--- src/rtl/flash_host_pkg.sv ---
// Constants and types shared by the flash bus host controller.
// Assumes a single 100 MHz system clock; all pin timing is counted in it.
package flash_host_pkg;

    // ------------------------------------------------------------------
    // Bus widths and clock
    // ------------------------------------------------------------------
    localparam int ADDR_W        = 20;
    localparam int DATA_W        = 16;
    localparam int CNT_W         = 16;
    localparam int CLK_PERIOD_NS = 10;

    // ------------------------------------------------------------------
    // Pin timing, in ns as chosen, and derived cycle counts (rounded up)
    // ------------------------------------------------------------------
    localparam int T_SETUP_NS    = 20;   // Address/data set before strobe
    localparam int T_PULSE_NS    = 50;   // Write strobe low time
    localparam int T_ACCESS_NS   = 70;   // Output drive low before sampling
    localparam int T_RECOVER_NS  = 30;   // Bus idle between cycles
    localparam int T_RESET_NS    = 100;  // Hard reset low time
    localparam int T_WAKE_NS     = 150;  // Quiet time after reset release

    localparam logic [CNT_W-1:0] SETUP_CYC   =
        CNT_W'((T_SETUP_NS + CLK_PERIOD_NS - 1) / CLK_PERIOD_NS);
    localparam logic [CNT_W-1:0] PULSE_CYC   =
        CNT_W'((T_PULSE_NS + CLK_PERIOD_NS - 1) / CLK_PERIOD_NS);
    localparam logic [CNT_W-1:0] ACCESS_CYC  =
        CNT_W'((T_ACCESS_NS + CLK_PERIOD_NS - 1) / CLK_PERIOD_NS);
    localparam logic [CNT_W-1:0] RECOVER_CYC =
        CNT_W'((T_RECOVER_NS + CLK_PERIOD_NS - 1) / CLK_PERIOD_NS);
    localparam logic [CNT_W-1:0] RESET_CYC   =
        CNT_W'((T_RESET_NS + CLK_PERIOD_NS - 1) / CLK_PERIOD_NS);
    localparam logic [CNT_W-1:0] WAKE_CYC    =
        CNT_W'((T_WAKE_NS + CLK_PERIOD_NS - 1) / CLK_PERIOD_NS);
    localparam logic [CNT_W-1:0] ONE_CYC     = 16'h0001;

    // ------------------------------------------------------------------
    // Command codes and status bits
    // ------------------------------------------------------------------
    localparam logic [DATA_W-1:0] CMD_READ_ARRAY    = 16'h00ff;
    localparam logic [DATA_W-1:0] CMD_ERASE_CONFIRM = 16'h00d0;
    localparam int SR_PROG_ERR_BIT  = 4;
    localparam int SR_ERASE_ERR_BIT = 5;

    // ------------------------------------------------------------------
    // Types
    // ------------------------------------------------------------------
    typedef enum logic [2:0] {
        OP_READ       = 3'h0,  // Plain bus read in the current read mode
        OP_ARRAY_CMD  = 3'h1,
        OP_STATUS_CMD = 3'h2,
        OP_SIG_CMD    = 3'h3,
        OP_CFI_CMD    = 3'h4,
        OP_ERASE      = 3'h5,
        OP_PROGRAM    = 3'h6,
        OP_RESET      = 3'h7
    } op_type;

    typedef enum logic [3:0] {
        MD_ARRAY  = 4'h1,
        MD_STATUS = 4'h2,
        MD_SIG    = 4'h4,
        MD_CFI    = 4'h8
    } mode_type;

    typedef enum logic [6:0] {
        ST_IDLE    = 7'h01,
        ST_SETUP   = 7'h02,
        ST_STROBE  = 7'h04,
        ST_RELEASE = 7'h08,
        ST_GAP     = 7'h10,
        ST_RESET   = 7'h20,
        ST_WAKE    = 7'h40
    } state_type;

    typedef struct packed {
        op_type              op;
        logic [ADDR_W-1:0]   addr;
        logic [DATA_W-1:0]   data;
    } req_type;

endpackage : flash_host_pkg

--- src/rtl/delay_counter.sv ---
// Down counter that times one phase of a bus cycle.
// Assumes the caller loads it once per phase and waits for o_expired.
`timescale 1ns/1ps
module delay_counter
    import flash_host_pkg::*;
(
    input  wire logic             i_clk_sys,
    input  wire logic             i_rst,
    input  wire logic             i_load,
    input  wire logic [CNT_W-1:0] i_count,
    output logic                  o_expired
);

    // ------------------------------------------------------------------
    // Counter
    // ------------------------------------------------------------------
    logic [CNT_W-1:0] cnt_ff;
    logic [CNT_W-1:0] nxt_cnt;
    logic             expired_ff;
    logic             nxt_expired;

    // Load restarts; expiry is registered so the phase lasts count+1 cycles
    always_comb begin
        nxt_cnt     = cnt_ff;
        nxt_expired = 1'b0;
        if (i_load) begin
            nxt_cnt = i_count;
        end else begin
            if (cnt_ff != '0) begin
                nxt_cnt = cnt_ff - 1'b1;
            end
            nxt_expired = (cnt_ff <= ONE_CYC);
        end
    end

    always_ff @(posedge i_clk_sys or posedge i_rst) begin
        if (i_rst) begin
            cnt_ff     <= '0;
            expired_ff <= 1'b0;
        end else begin
            cnt_ff     <= nxt_cnt;
            expired_ff <= nxt_expired;
        end
    end

    assign o_expired = expired_ff;

endmodule : delay_counter

--- src/rtl/flash_bus_host.sv ---
// Host controller driving a 16-bit parallel NOR flash over its pins.
// Assumes flash pins are synchronous to i_clk_sys and the data wire is
// resolved outside from o_data_lines_out / o_data_lines_oe.
`timescale 1ns/1ps
module flash_bus_host
    import flash_host_pkg::*;
#(
    parameter logic [DATA_W-1:0] CMD_STATUS  = 16'h0070,
    parameter logic [DATA_W-1:0] CMD_SIG     = 16'h0090,
    parameter logic [DATA_W-1:0] CMD_CFI     = 16'h0098,
    parameter logic [DATA_W-1:0] CMD_ERASE   = 16'h0020,
    parameter logic [DATA_W-1:0] CMD_PROGRAM = 16'h0040,
    parameter int                READY_BIT   = 7,
    parameter int                POLL_LIMIT  = 100000
) (
    input  wire logic              i_clk_sys,
    input  wire logic              i_rst,
    input  wire logic              i_req_valid,
    input  wire req_type           i_req,
    output logic                   o_busy,
    output logic                   o_done,
    output logic                   o_error,
    output logic [DATA_W-1:0]      o_rdata,
    output mode_type               o_mode,
    output logic                   o_ce_n,
    output logic                   o_oe_n,
    output logic                   o_we_n,
    output logic                   o_hard_reset_n,
    output logic [ADDR_W-1:0]      o_address_lines,
    output logic [DATA_W-1:0]      o_data_lines_out,
    output logic                   o_data_lines_oe,
    input  wire logic [DATA_W-1:0] i_data_lines_in
);

    // ------------------------------------------------------------------
    // Helpers
    // ------------------------------------------------------------------
    // Data of write step 0 or 1 of an operation
    function automatic logic [DATA_W-1:0] cycle_data(input op_type op,
            input logic step, input logic [DATA_W-1:0] d);
        case (op)
            OP_ARRAY_CMD:  cycle_data = CMD_READ_ARRAY;
            OP_STATUS_CMD: cycle_data = CMD_STATUS;
            OP_SIG_CMD:    cycle_data = CMD_SIG;
            OP_CFI_CMD:    cycle_data = CMD_CFI;
            OP_ERASE:      cycle_data = step ? CMD_ERASE_CONFIRM : CMD_ERASE;
            OP_PROGRAM:    cycle_data = step ? d : CMD_PROGRAM;
            default:       cycle_data = '0;
        endcase
    endfunction : cycle_data

    function automatic logic two_step(input op_type op);
        two_step = (op == OP_ERASE) || (op == OP_PROGRAM);
    endfunction : two_step

    // ------------------------------------------------------------------
    // State
    // ------------------------------------------------------------------
    state_type         state_ff, nxt_state;
    req_type           req_ff, nxt_req;
    mode_type          mode_ff, nxt_mode;
    logic              ce_n_ff, nxt_ce_n, oe_n_ff, nxt_oe_n, we_n_ff, nxt_we_n;
    logic              rst_n_ff, nxt_rst_n, doe_ff, nxt_doe;
    logic [ADDR_W-1:0] addr_ff, nxt_addr;
    logic [DATA_W-1:0] dout_ff, nxt_dout, rdata_ff, nxt_rdata;
    logic              rd_ff, nxt_rd, step_ff, nxt_step, poll_ff, nxt_poll;
    logic [19:0]       pcnt_ff, nxt_pcnt;
    logic              busy_ff, nxt_busy, done_ff, nxt_done, err_ff, nxt_err;
    logic              ld;
    logic [CNT_W-1:0]  ldv;
    logic              expired;

    delay_counter u_timer (
        .i_clk_sys (i_clk_sys),
        .i_rst     (i_rst),
        .i_load    (ld),
        .i_count   (ldv),
        .o_expired (expired)
    );

    // ------------------------------------------------------------------
    // Sequencer: next values
    // ------------------------------------------------------------------
    // Each bus cycle is SETUP -> STROBE -> RELEASE -> GAP
    always_comb begin
        nxt_state = state_ff;  nxt_req  = req_ff;   nxt_mode  = mode_ff;
        nxt_ce_n  = ce_n_ff;   nxt_oe_n = oe_n_ff;  nxt_we_n  = we_n_ff;
        nxt_rst_n = rst_n_ff;  nxt_doe  = doe_ff;   nxt_addr  = addr_ff;
        nxt_dout  = dout_ff;   nxt_rdata = rdata_ff; nxt_rd   = rd_ff;
        nxt_step  = step_ff;   nxt_poll = poll_ff;  nxt_pcnt  = pcnt_ff;
        nxt_busy  = busy_ff;   nxt_err  = err_ff;   nxt_done  = 1'b0;
        ld        = 1'b0;      ldv      = ONE_CYC;
        case (state_ff)
            ST_IDLE: if (i_req_valid) begin
                nxt_req  = i_req;
                nxt_busy = 1'b1;
                nxt_step = 1'b0;
                nxt_poll = 1'b0;
                nxt_pcnt = '0;
                nxt_err  = 1'b0;
                ld       = 1'b1;
                if (i_req.op == OP_RESET) begin
                    nxt_rst_n = 1'b0;
                    ldv       = RESET_CYC;
                    nxt_state = ST_RESET;
                end else begin
                    nxt_rd    = (i_req.op == OP_READ);
                    nxt_ce_n  = 1'b0;
                    nxt_addr  = i_req.addr;
                    nxt_dout  = cycle_data(i_req.op, 1'b0, i_req.data);
                    nxt_doe   = (i_req.op != OP_READ);
                    ldv       = SETUP_CYC;
                    nxt_state = ST_SETUP;
                end
            end
            ST_SETUP: if (expired) begin
                ld = 1'b1;
                if (rd_ff) begin
                    nxt_oe_n = 1'b0;
                    ldv      = ACCESS_CYC;
                end else begin
                    nxt_we_n = 1'b0;
                    ldv      = PULSE_CYC;
                end
                nxt_state = ST_STROBE;
            end
            ST_STROBE: if (expired) begin
                if (rd_ff) begin
                    nxt_rdata = i_data_lines_in;
                    nxt_oe_n  = 1'b1;
                end else begin
                    nxt_we_n  = 1'b1;
                end
                ld        = 1'b1;
                nxt_state = ST_RELEASE;
            end
            ST_RELEASE: if (expired) begin
                nxt_ce_n  = 1'b1;
                nxt_doe   = 1'b0;
                ld        = 1'b1;
                ldv       = RECOVER_CYC;
                nxt_state = ST_GAP;
            end
            ST_GAP: if (expired) begin
                if (poll_ff && rdata_ff[READY_BIT]) begin
                    nxt_mode  = MD_STATUS;
                    nxt_err   = rdata_ff[SR_ERASE_ERR_BIT] |
                                rdata_ff[SR_PROG_ERR_BIT];
                    nxt_busy  = 1'b0;
                    nxt_done  = 1'b1;
                    nxt_state = ST_IDLE;
                end else if (poll_ff && pcnt_ff == 20'(POLL_LIMIT - 1)) begin
                    nxt_err   = 1'b1;
                    nxt_rst_n = 1'b0;
                    ld        = 1'b1;
                    ldv       = RESET_CYC;
                    nxt_state = ST_RESET;
                end else if (poll_ff || (two_step(req_ff.op) && step_ff)) begin
                    nxt_poll  = 1'b1;
                    nxt_pcnt  = poll_ff ? pcnt_ff + 20'h00001 : '0;
                    nxt_rd    = 1'b1;
                    nxt_ce_n  = 1'b0;
                    ld        = 1'b1;
                    ldv       = SETUP_CYC;
                    nxt_state = ST_SETUP;
                end else if (two_step(req_ff.op)) begin
                    nxt_step  = 1'b1;
                    nxt_dout  = cycle_data(req_ff.op, 1'b1, req_ff.data);
                    nxt_doe   = 1'b1;
                    nxt_ce_n  = 1'b0;
                    ld        = 1'b1;
                    ldv       = SETUP_CYC;
                    nxt_state = ST_SETUP;
                end else begin
                    case (req_ff.op)
                        OP_ARRAY_CMD:  nxt_mode = MD_ARRAY;
                        OP_STATUS_CMD: nxt_mode = MD_STATUS;
                        OP_SIG_CMD:    nxt_mode = MD_SIG;
                        OP_CFI_CMD:    nxt_mode = MD_CFI;
                        default:       nxt_mode = mode_ff;
                    endcase
                    nxt_busy  = 1'b0;
                    nxt_done  = 1'b1;
                    nxt_state = ST_IDLE;
                end
            end
            ST_RESET: if (expired) begin
                nxt_rst_n = 1'b1;
                ld        = 1'b1;
                ldv       = WAKE_CYC;
                nxt_state = ST_WAKE;
            end
            ST_WAKE: if (expired) begin
                nxt_mode  = MD_ARRAY;
                nxt_busy  = 1'b0;
                nxt_done  = 1'b1;
                nxt_state = ST_IDLE;
            end
            default: nxt_state = ST_IDLE;
        endcase
    end

    // ------------------------------------------------------------------
    // Sequencer: registers (pins idle high, reset pin released)
    // ------------------------------------------------------------------
    always_ff @(posedge i_clk_sys or posedge i_rst) begin
        if (i_rst) begin
            state_ff <= ST_IDLE;  req_ff  <= '0;       mode_ff  <= MD_ARRAY;
            ce_n_ff  <= 1'b1;     oe_n_ff <= 1'b1;     we_n_ff  <= 1'b1;
            rst_n_ff <= 1'b1;     doe_ff  <= 1'b0;     addr_ff  <= '0;
            dout_ff  <= '0;       rdata_ff <= '0;      rd_ff    <= 1'b0;
            step_ff  <= 1'b0;     poll_ff <= 1'b0;     pcnt_ff  <= '0;
            busy_ff  <= 1'b0;     done_ff <= 1'b0;     err_ff   <= 1'b0;
        end else begin
            state_ff <= nxt_state; req_ff  <= nxt_req;  mode_ff  <= nxt_mode;
            ce_n_ff  <= nxt_ce_n;  oe_n_ff <= nxt_oe_n; we_n_ff  <= nxt_we_n;
            rst_n_ff <= nxt_rst_n; doe_ff  <= nxt_doe;  addr_ff  <= nxt_addr;
            dout_ff  <= nxt_dout;  rdata_ff <= nxt_rdata; rd_ff  <= nxt_rd;
            step_ff  <= nxt_step;  poll_ff <= nxt_poll; pcnt_ff  <= nxt_pcnt;
            busy_ff  <= nxt_busy;  done_ff <= nxt_done; err_ff   <= nxt_err;
        end
    end

    assign o_busy = busy_ff;            assign o_done = done_ff;
    assign o_error = err_ff;            assign o_rdata = rdata_ff;
    assign o_mode = mode_ff;            assign o_ce_n = ce_n_ff;
    assign o_oe_n = oe_n_ff;            assign o_we_n = we_n_ff;
    assign o_hard_reset_n = rst_n_ff;   assign o_address_lines = addr_ff;
    assign o_data_lines_out = dout_ff;  assign o_data_lines_oe = doe_ff;
endmodule : flash_bus_host

--- config.mk ---
export PLATFORM = sky130hd
export DESIGN_NAME = flash_bus_host
export DESIGN_NICKNAME = d
export VERILOG_FILES = /design/src/rtl/flash_host_pkg.sv /design/src/rtl/delay_counter.sv /design/src/rtl/flash_bus_host.sv
export SDC_FILE = /design/constraint.sdc
export NUM_CORES = 1
export LEC_CHECK = 0
export BUFFER_PORTS_ARGS = -buffer_cell sky130_fd_sc_hd__buf_2
export CORE_MARGIN = 1
export CORE_UTILIZATION = 56
export DETAILED_ROUTE_END_ITERATION = 6
export HOLD_SLACK_MARGIN = 0.08
export PLACE_DENSITY = 0.79
export SYNTH_ARGS = -nofsm -noshare
export SYNTH_HDL_FRONTEND = slang
export SYNTH_SLANG_ARGS = --single-unit
--- constraint.sdc ---
create_clock -name i_clk_sys -period 5.1 [get_ports i_clk_sys]
set_input_delay 1.275 -clock i_clk_sys [delete_from_list [all_inputs] [get_ports i_clk_sys]]
set_output_delay 1.275 -clock i_clk_sys [all_outputs]
set_load 0.01 [all_outputs]
==> key figures <==
Logic synthesis
  – Area fraction of the dominant cell type after synthesis: 46.5%
  – Simple-gate share of the synthesized area: around a fifth
  – Post-Synth XOR/XNOR Area: 3.28%
  – Async SR Flop Fraction: 100%
  – Post-synthesis cell area: 0.00667 mm2
  – Post-Syn Area per Cell: 10.2 um2
  – Post-synth top cells: dfrtp_1 (124), nand2_1 (85), nor2_1 (37)
  – Mux contribution to synthesized area: 10.4%
  – Dominant cell by count in the synthesized netlist: dfrtp_1
  – Post-synthesis compound-gate area fraction: 12.6%
  – Ys flop type: dfrtp_1
  – Synth Area in Adders: 0.562%
  – FF+latch count, synth: 130
  – Post-synth EDFFs: 0
  – Unique cell type count in the Yosys netlist: 78
  – YS warnings: 0
  – Seq/Total Area, Yosys: 48.9%
  – Synthesized Nets: between 700 and 800
  – Top area cells in the synthesized netlist: dfrtp_1 (46%), mux2_2 (5.7%), nand2_1 (4.8%)
  – Synth area leader: dfrtp_1
  – Synth Instances: ~660
  – Largest family of logic cells by synthesized area: simple AND/OR/NAND/NOR gates

Floorplan
  – Core Rows: 39
  – Core Footprint: around 0.012 mm2
  – DIE WIDTH: 111 um
  – Die height: 111 um
  – Boundary Pins: approximately 120
  – Starting Density: 58.0%
  – Die Area: 0.0124 mm2

Worst setup path
  – Startpoint types: flip-flop
  – Crit Path Max Fanout: 15
  – Slowest-stage cell, CP: nor3_2
  – Delay-heaviest family, CP: simple AND/OR/NAND/NOR gates
  – Worst EP required: about 5400 ps
  – Crit Path Class: flip-flop to flip-flop
  – Worst Setup End Kind: flip-flop
  – Max stage delay on crit path: between 700 and 800 ps
  – Worst path cell trace: nor3_2 > nand3_1 > a222oi_1 > a21boi_2 > mux2_2
  – Buf/Inv on CP: 0
  – CP Data Arrival Time: 3560 ps

CTS
  – Worst-Skew Late Latency: 420 ps
  – Number of clock sinks: 130
  – Num CTS Buffers: 17
  – # Post-CTS Setup Buffers: 0
  – CTS tree: built
  – CTS root buf: clkbuf_16
  – Longest Clk Path Bufs: 2
  – Hold buffers post-CTS: 0
  – CTS H-tree lvls: 4
  – Clock slew at reported path FFs: 60 ps
  – CTS resizes: 0

Timing
  – Fin crit share: 63.9%
  – Slew @ Worst Pin: around 1100 ps
  – RSZ-0062 raised after global routing: no
  – Endpoints failing hold: 0
  – Clk_skew: 6.05 ps
  – Post-route minimum period: ~3300 ps
  – Fin. max-slew vios: 0
  – Maximum clock rate: 0.307 GHz
  – Fin Setup TNS: 0 ps
  – Slew margin rel.: 25.2%
  – Final Setup Violations: 0

Placed design
  – Port bufs: 121
  – DP HPWL: 10800 um
  – RePlAce Congestion: 0.925
  – Placed cell area: 0.00731 mm2

Cells and area
  – FILL cells: slightly below 900
  – Final Util: between 60% and 70%
  – Final instance area: 0.00796 mm2
  – Area added between synthesis and finish: 19.3%
  – Diodes inserted: 0
  – Final #Nets: 826
  – Fraction of layout cells with a size suffix above 1: 29.2%

Global routing
  – Initial antenna violation count: 0
  – Grt ovf: 0
  – GRT Total Usage: 27.2%
  – Vias in the first global route: 5369
  – Largest net degree at the start of global routing: 75
  – First-pass GRT wire length: 26600 um

Drt
  – Wire per inst: between 15 and 20 um
  – Routed Antenna Nets: 0
  – Via density: just under 6
  – DRC Markers: 8
  – Initial DRT Pass Iterations: 7
  – Initial drt markers: between 500 and 600
  – Via count: 5435
  – Detailed Route WL: 15700 um

Power and ir drop
  – PwrDens: 521 mW/mm2
  – Sequential fraction of design power: 37.6%
  – Peak VDD IR: 0.363 mV
  – Clock network fraction of total power: 32.1%
  – Net Sw Frac: 33.9%
  – Pleak: 3.84 nW
  – Combinational power share: 30.3%
  – Internal power: 2.74 mW
  – Sw Pwr: 1.41 mW

Run status
  – Failing checks: design-rule violations
  – Status: finished with violations

Min path
  – Worst hold path type: flip-flop to flip-flop

Run
  – Max-Cap Viols: 0
## cells by family after synthesis
family | count (synthesis)
AND/OR/NAND/NOR | 251
flip-flops | 130
AO/OA/AOI/OAI | 123
buffers and inverters | 63
multiplexers | 60
XOR/XNOR | 25
adder cells (fa/ha/maj) | 3
## sequential cells by signal (all words and copies together) (netlist names), 4 cells and up
name / flops
o_address_lines: 20
pcnt_ff: 20
req_ff: 19
o_data_lines_out: 16
o_rdata: 16
u_timer.cnt_ff: 16
state_ff: 7
o_mode: 4
## power groups by stage
| stage | clock network, mW | logic, mW | registers (mW) |
|---|---|---|---|
| after floorplan | 0 | 0.915 | 1.53 |
| after global placement | 0 | 1.20 | 1.55 |
| after detailed placement | 0 | 1.25 | 1.56 |
| after CTS | 1.35 | 1.26 | 1.56 |
| after global routing | 1.40 | 1.39 | 1.60 |
| final | 1.33 | 1.26 | 1.56 |
## per-layer routing
| metal | track usage [%] | up-vias | share of wire, % |
|---|---|---|---|
| li1 | - | 2559 | - |
| met1 | 34.1 | 2638 | 42 |
| met2 | 46.1 | 209 | 51 |
| met3 | 6.07 | 29 | 5.4 |
| met4 | 10.0 | 0 | 1.8 |
| met5 | 0 | - | 0 |
## cell type report
type	instances	area (um2)	area share (%)
Timing Repair Buffer	126	643	8.08
Multi-Input combinational cell	462	3120	39.2
Tap cell	143	179	2.25
Clock inverter	10	180	2.26
Inverter	28	108	1.35
Sequential cell	130	3260	41.0
Clock buffer	21	470	5.91
## path summary, 6_finish.rpt
| check | slack, ps | depth (start not counted) | to | startpoint |
|---|---|---|---|---|
| setup / recovery | 1840 | 5 | o_mode[2] | state_ff[2] |
| hold / removal | 480 | 2 | req_ff[14] | req_ff[14] |
| setup reg to reg | 1840 | 5 | o_mode[2] | state_ff[2] |
| hold reg to reg | 480 | 2 | req_ff[14] | req_ff[14] |
| max in group asynchronous | 3100 | 3 | o_hard_reset_n | i_rst |
| min in group asynchronous | 1060 | 2 | o_address_lines[10] | i_rst |
## per-stage QoR
stage          setup WS (ps)  cells  total power, mW  hold slack, ps
2_1_floorplan            366    655             2.45             440
3_3_place_gp            1940    889             2.75             459
3_5_place_dp            1820    889             2.81             464
4_1_cts                 1940    920             4.17             479
5_1_grt                 1660    920             4.39             498
6_report                1840    920             4.15             477
## cell usage in the layout, fill, tap and decap left out, drive strengths merged, types with 4 or more instances in the layout
cell type,n
dfstp,6
a31oi,5
and3,9
nand2,87
or4,4
nor4,11
mux2i,16
clkbuf,21
a2bb2oi,4
clkinv,4
nor2,37
o21ai,24
bufinv,5
nand2b,11
a21o,10
inv,27
nor3,14
or3,10
o2bb2ai,6
or2,5
mux2,44
dfrtp,124
nor2b,7
nand4,12
buf,126
and4,4
xor2,12
a21oi,32
xnor2,13
a211oi,4
nand3,20
nor3b,6
## worst min-delay path, stage by stage (launching register included)
cell and delay, ps:
dfrtp_1 340, nand2_1 50, nand2_1 60
No activity file was read; power rests on OpenSTA's default activity.
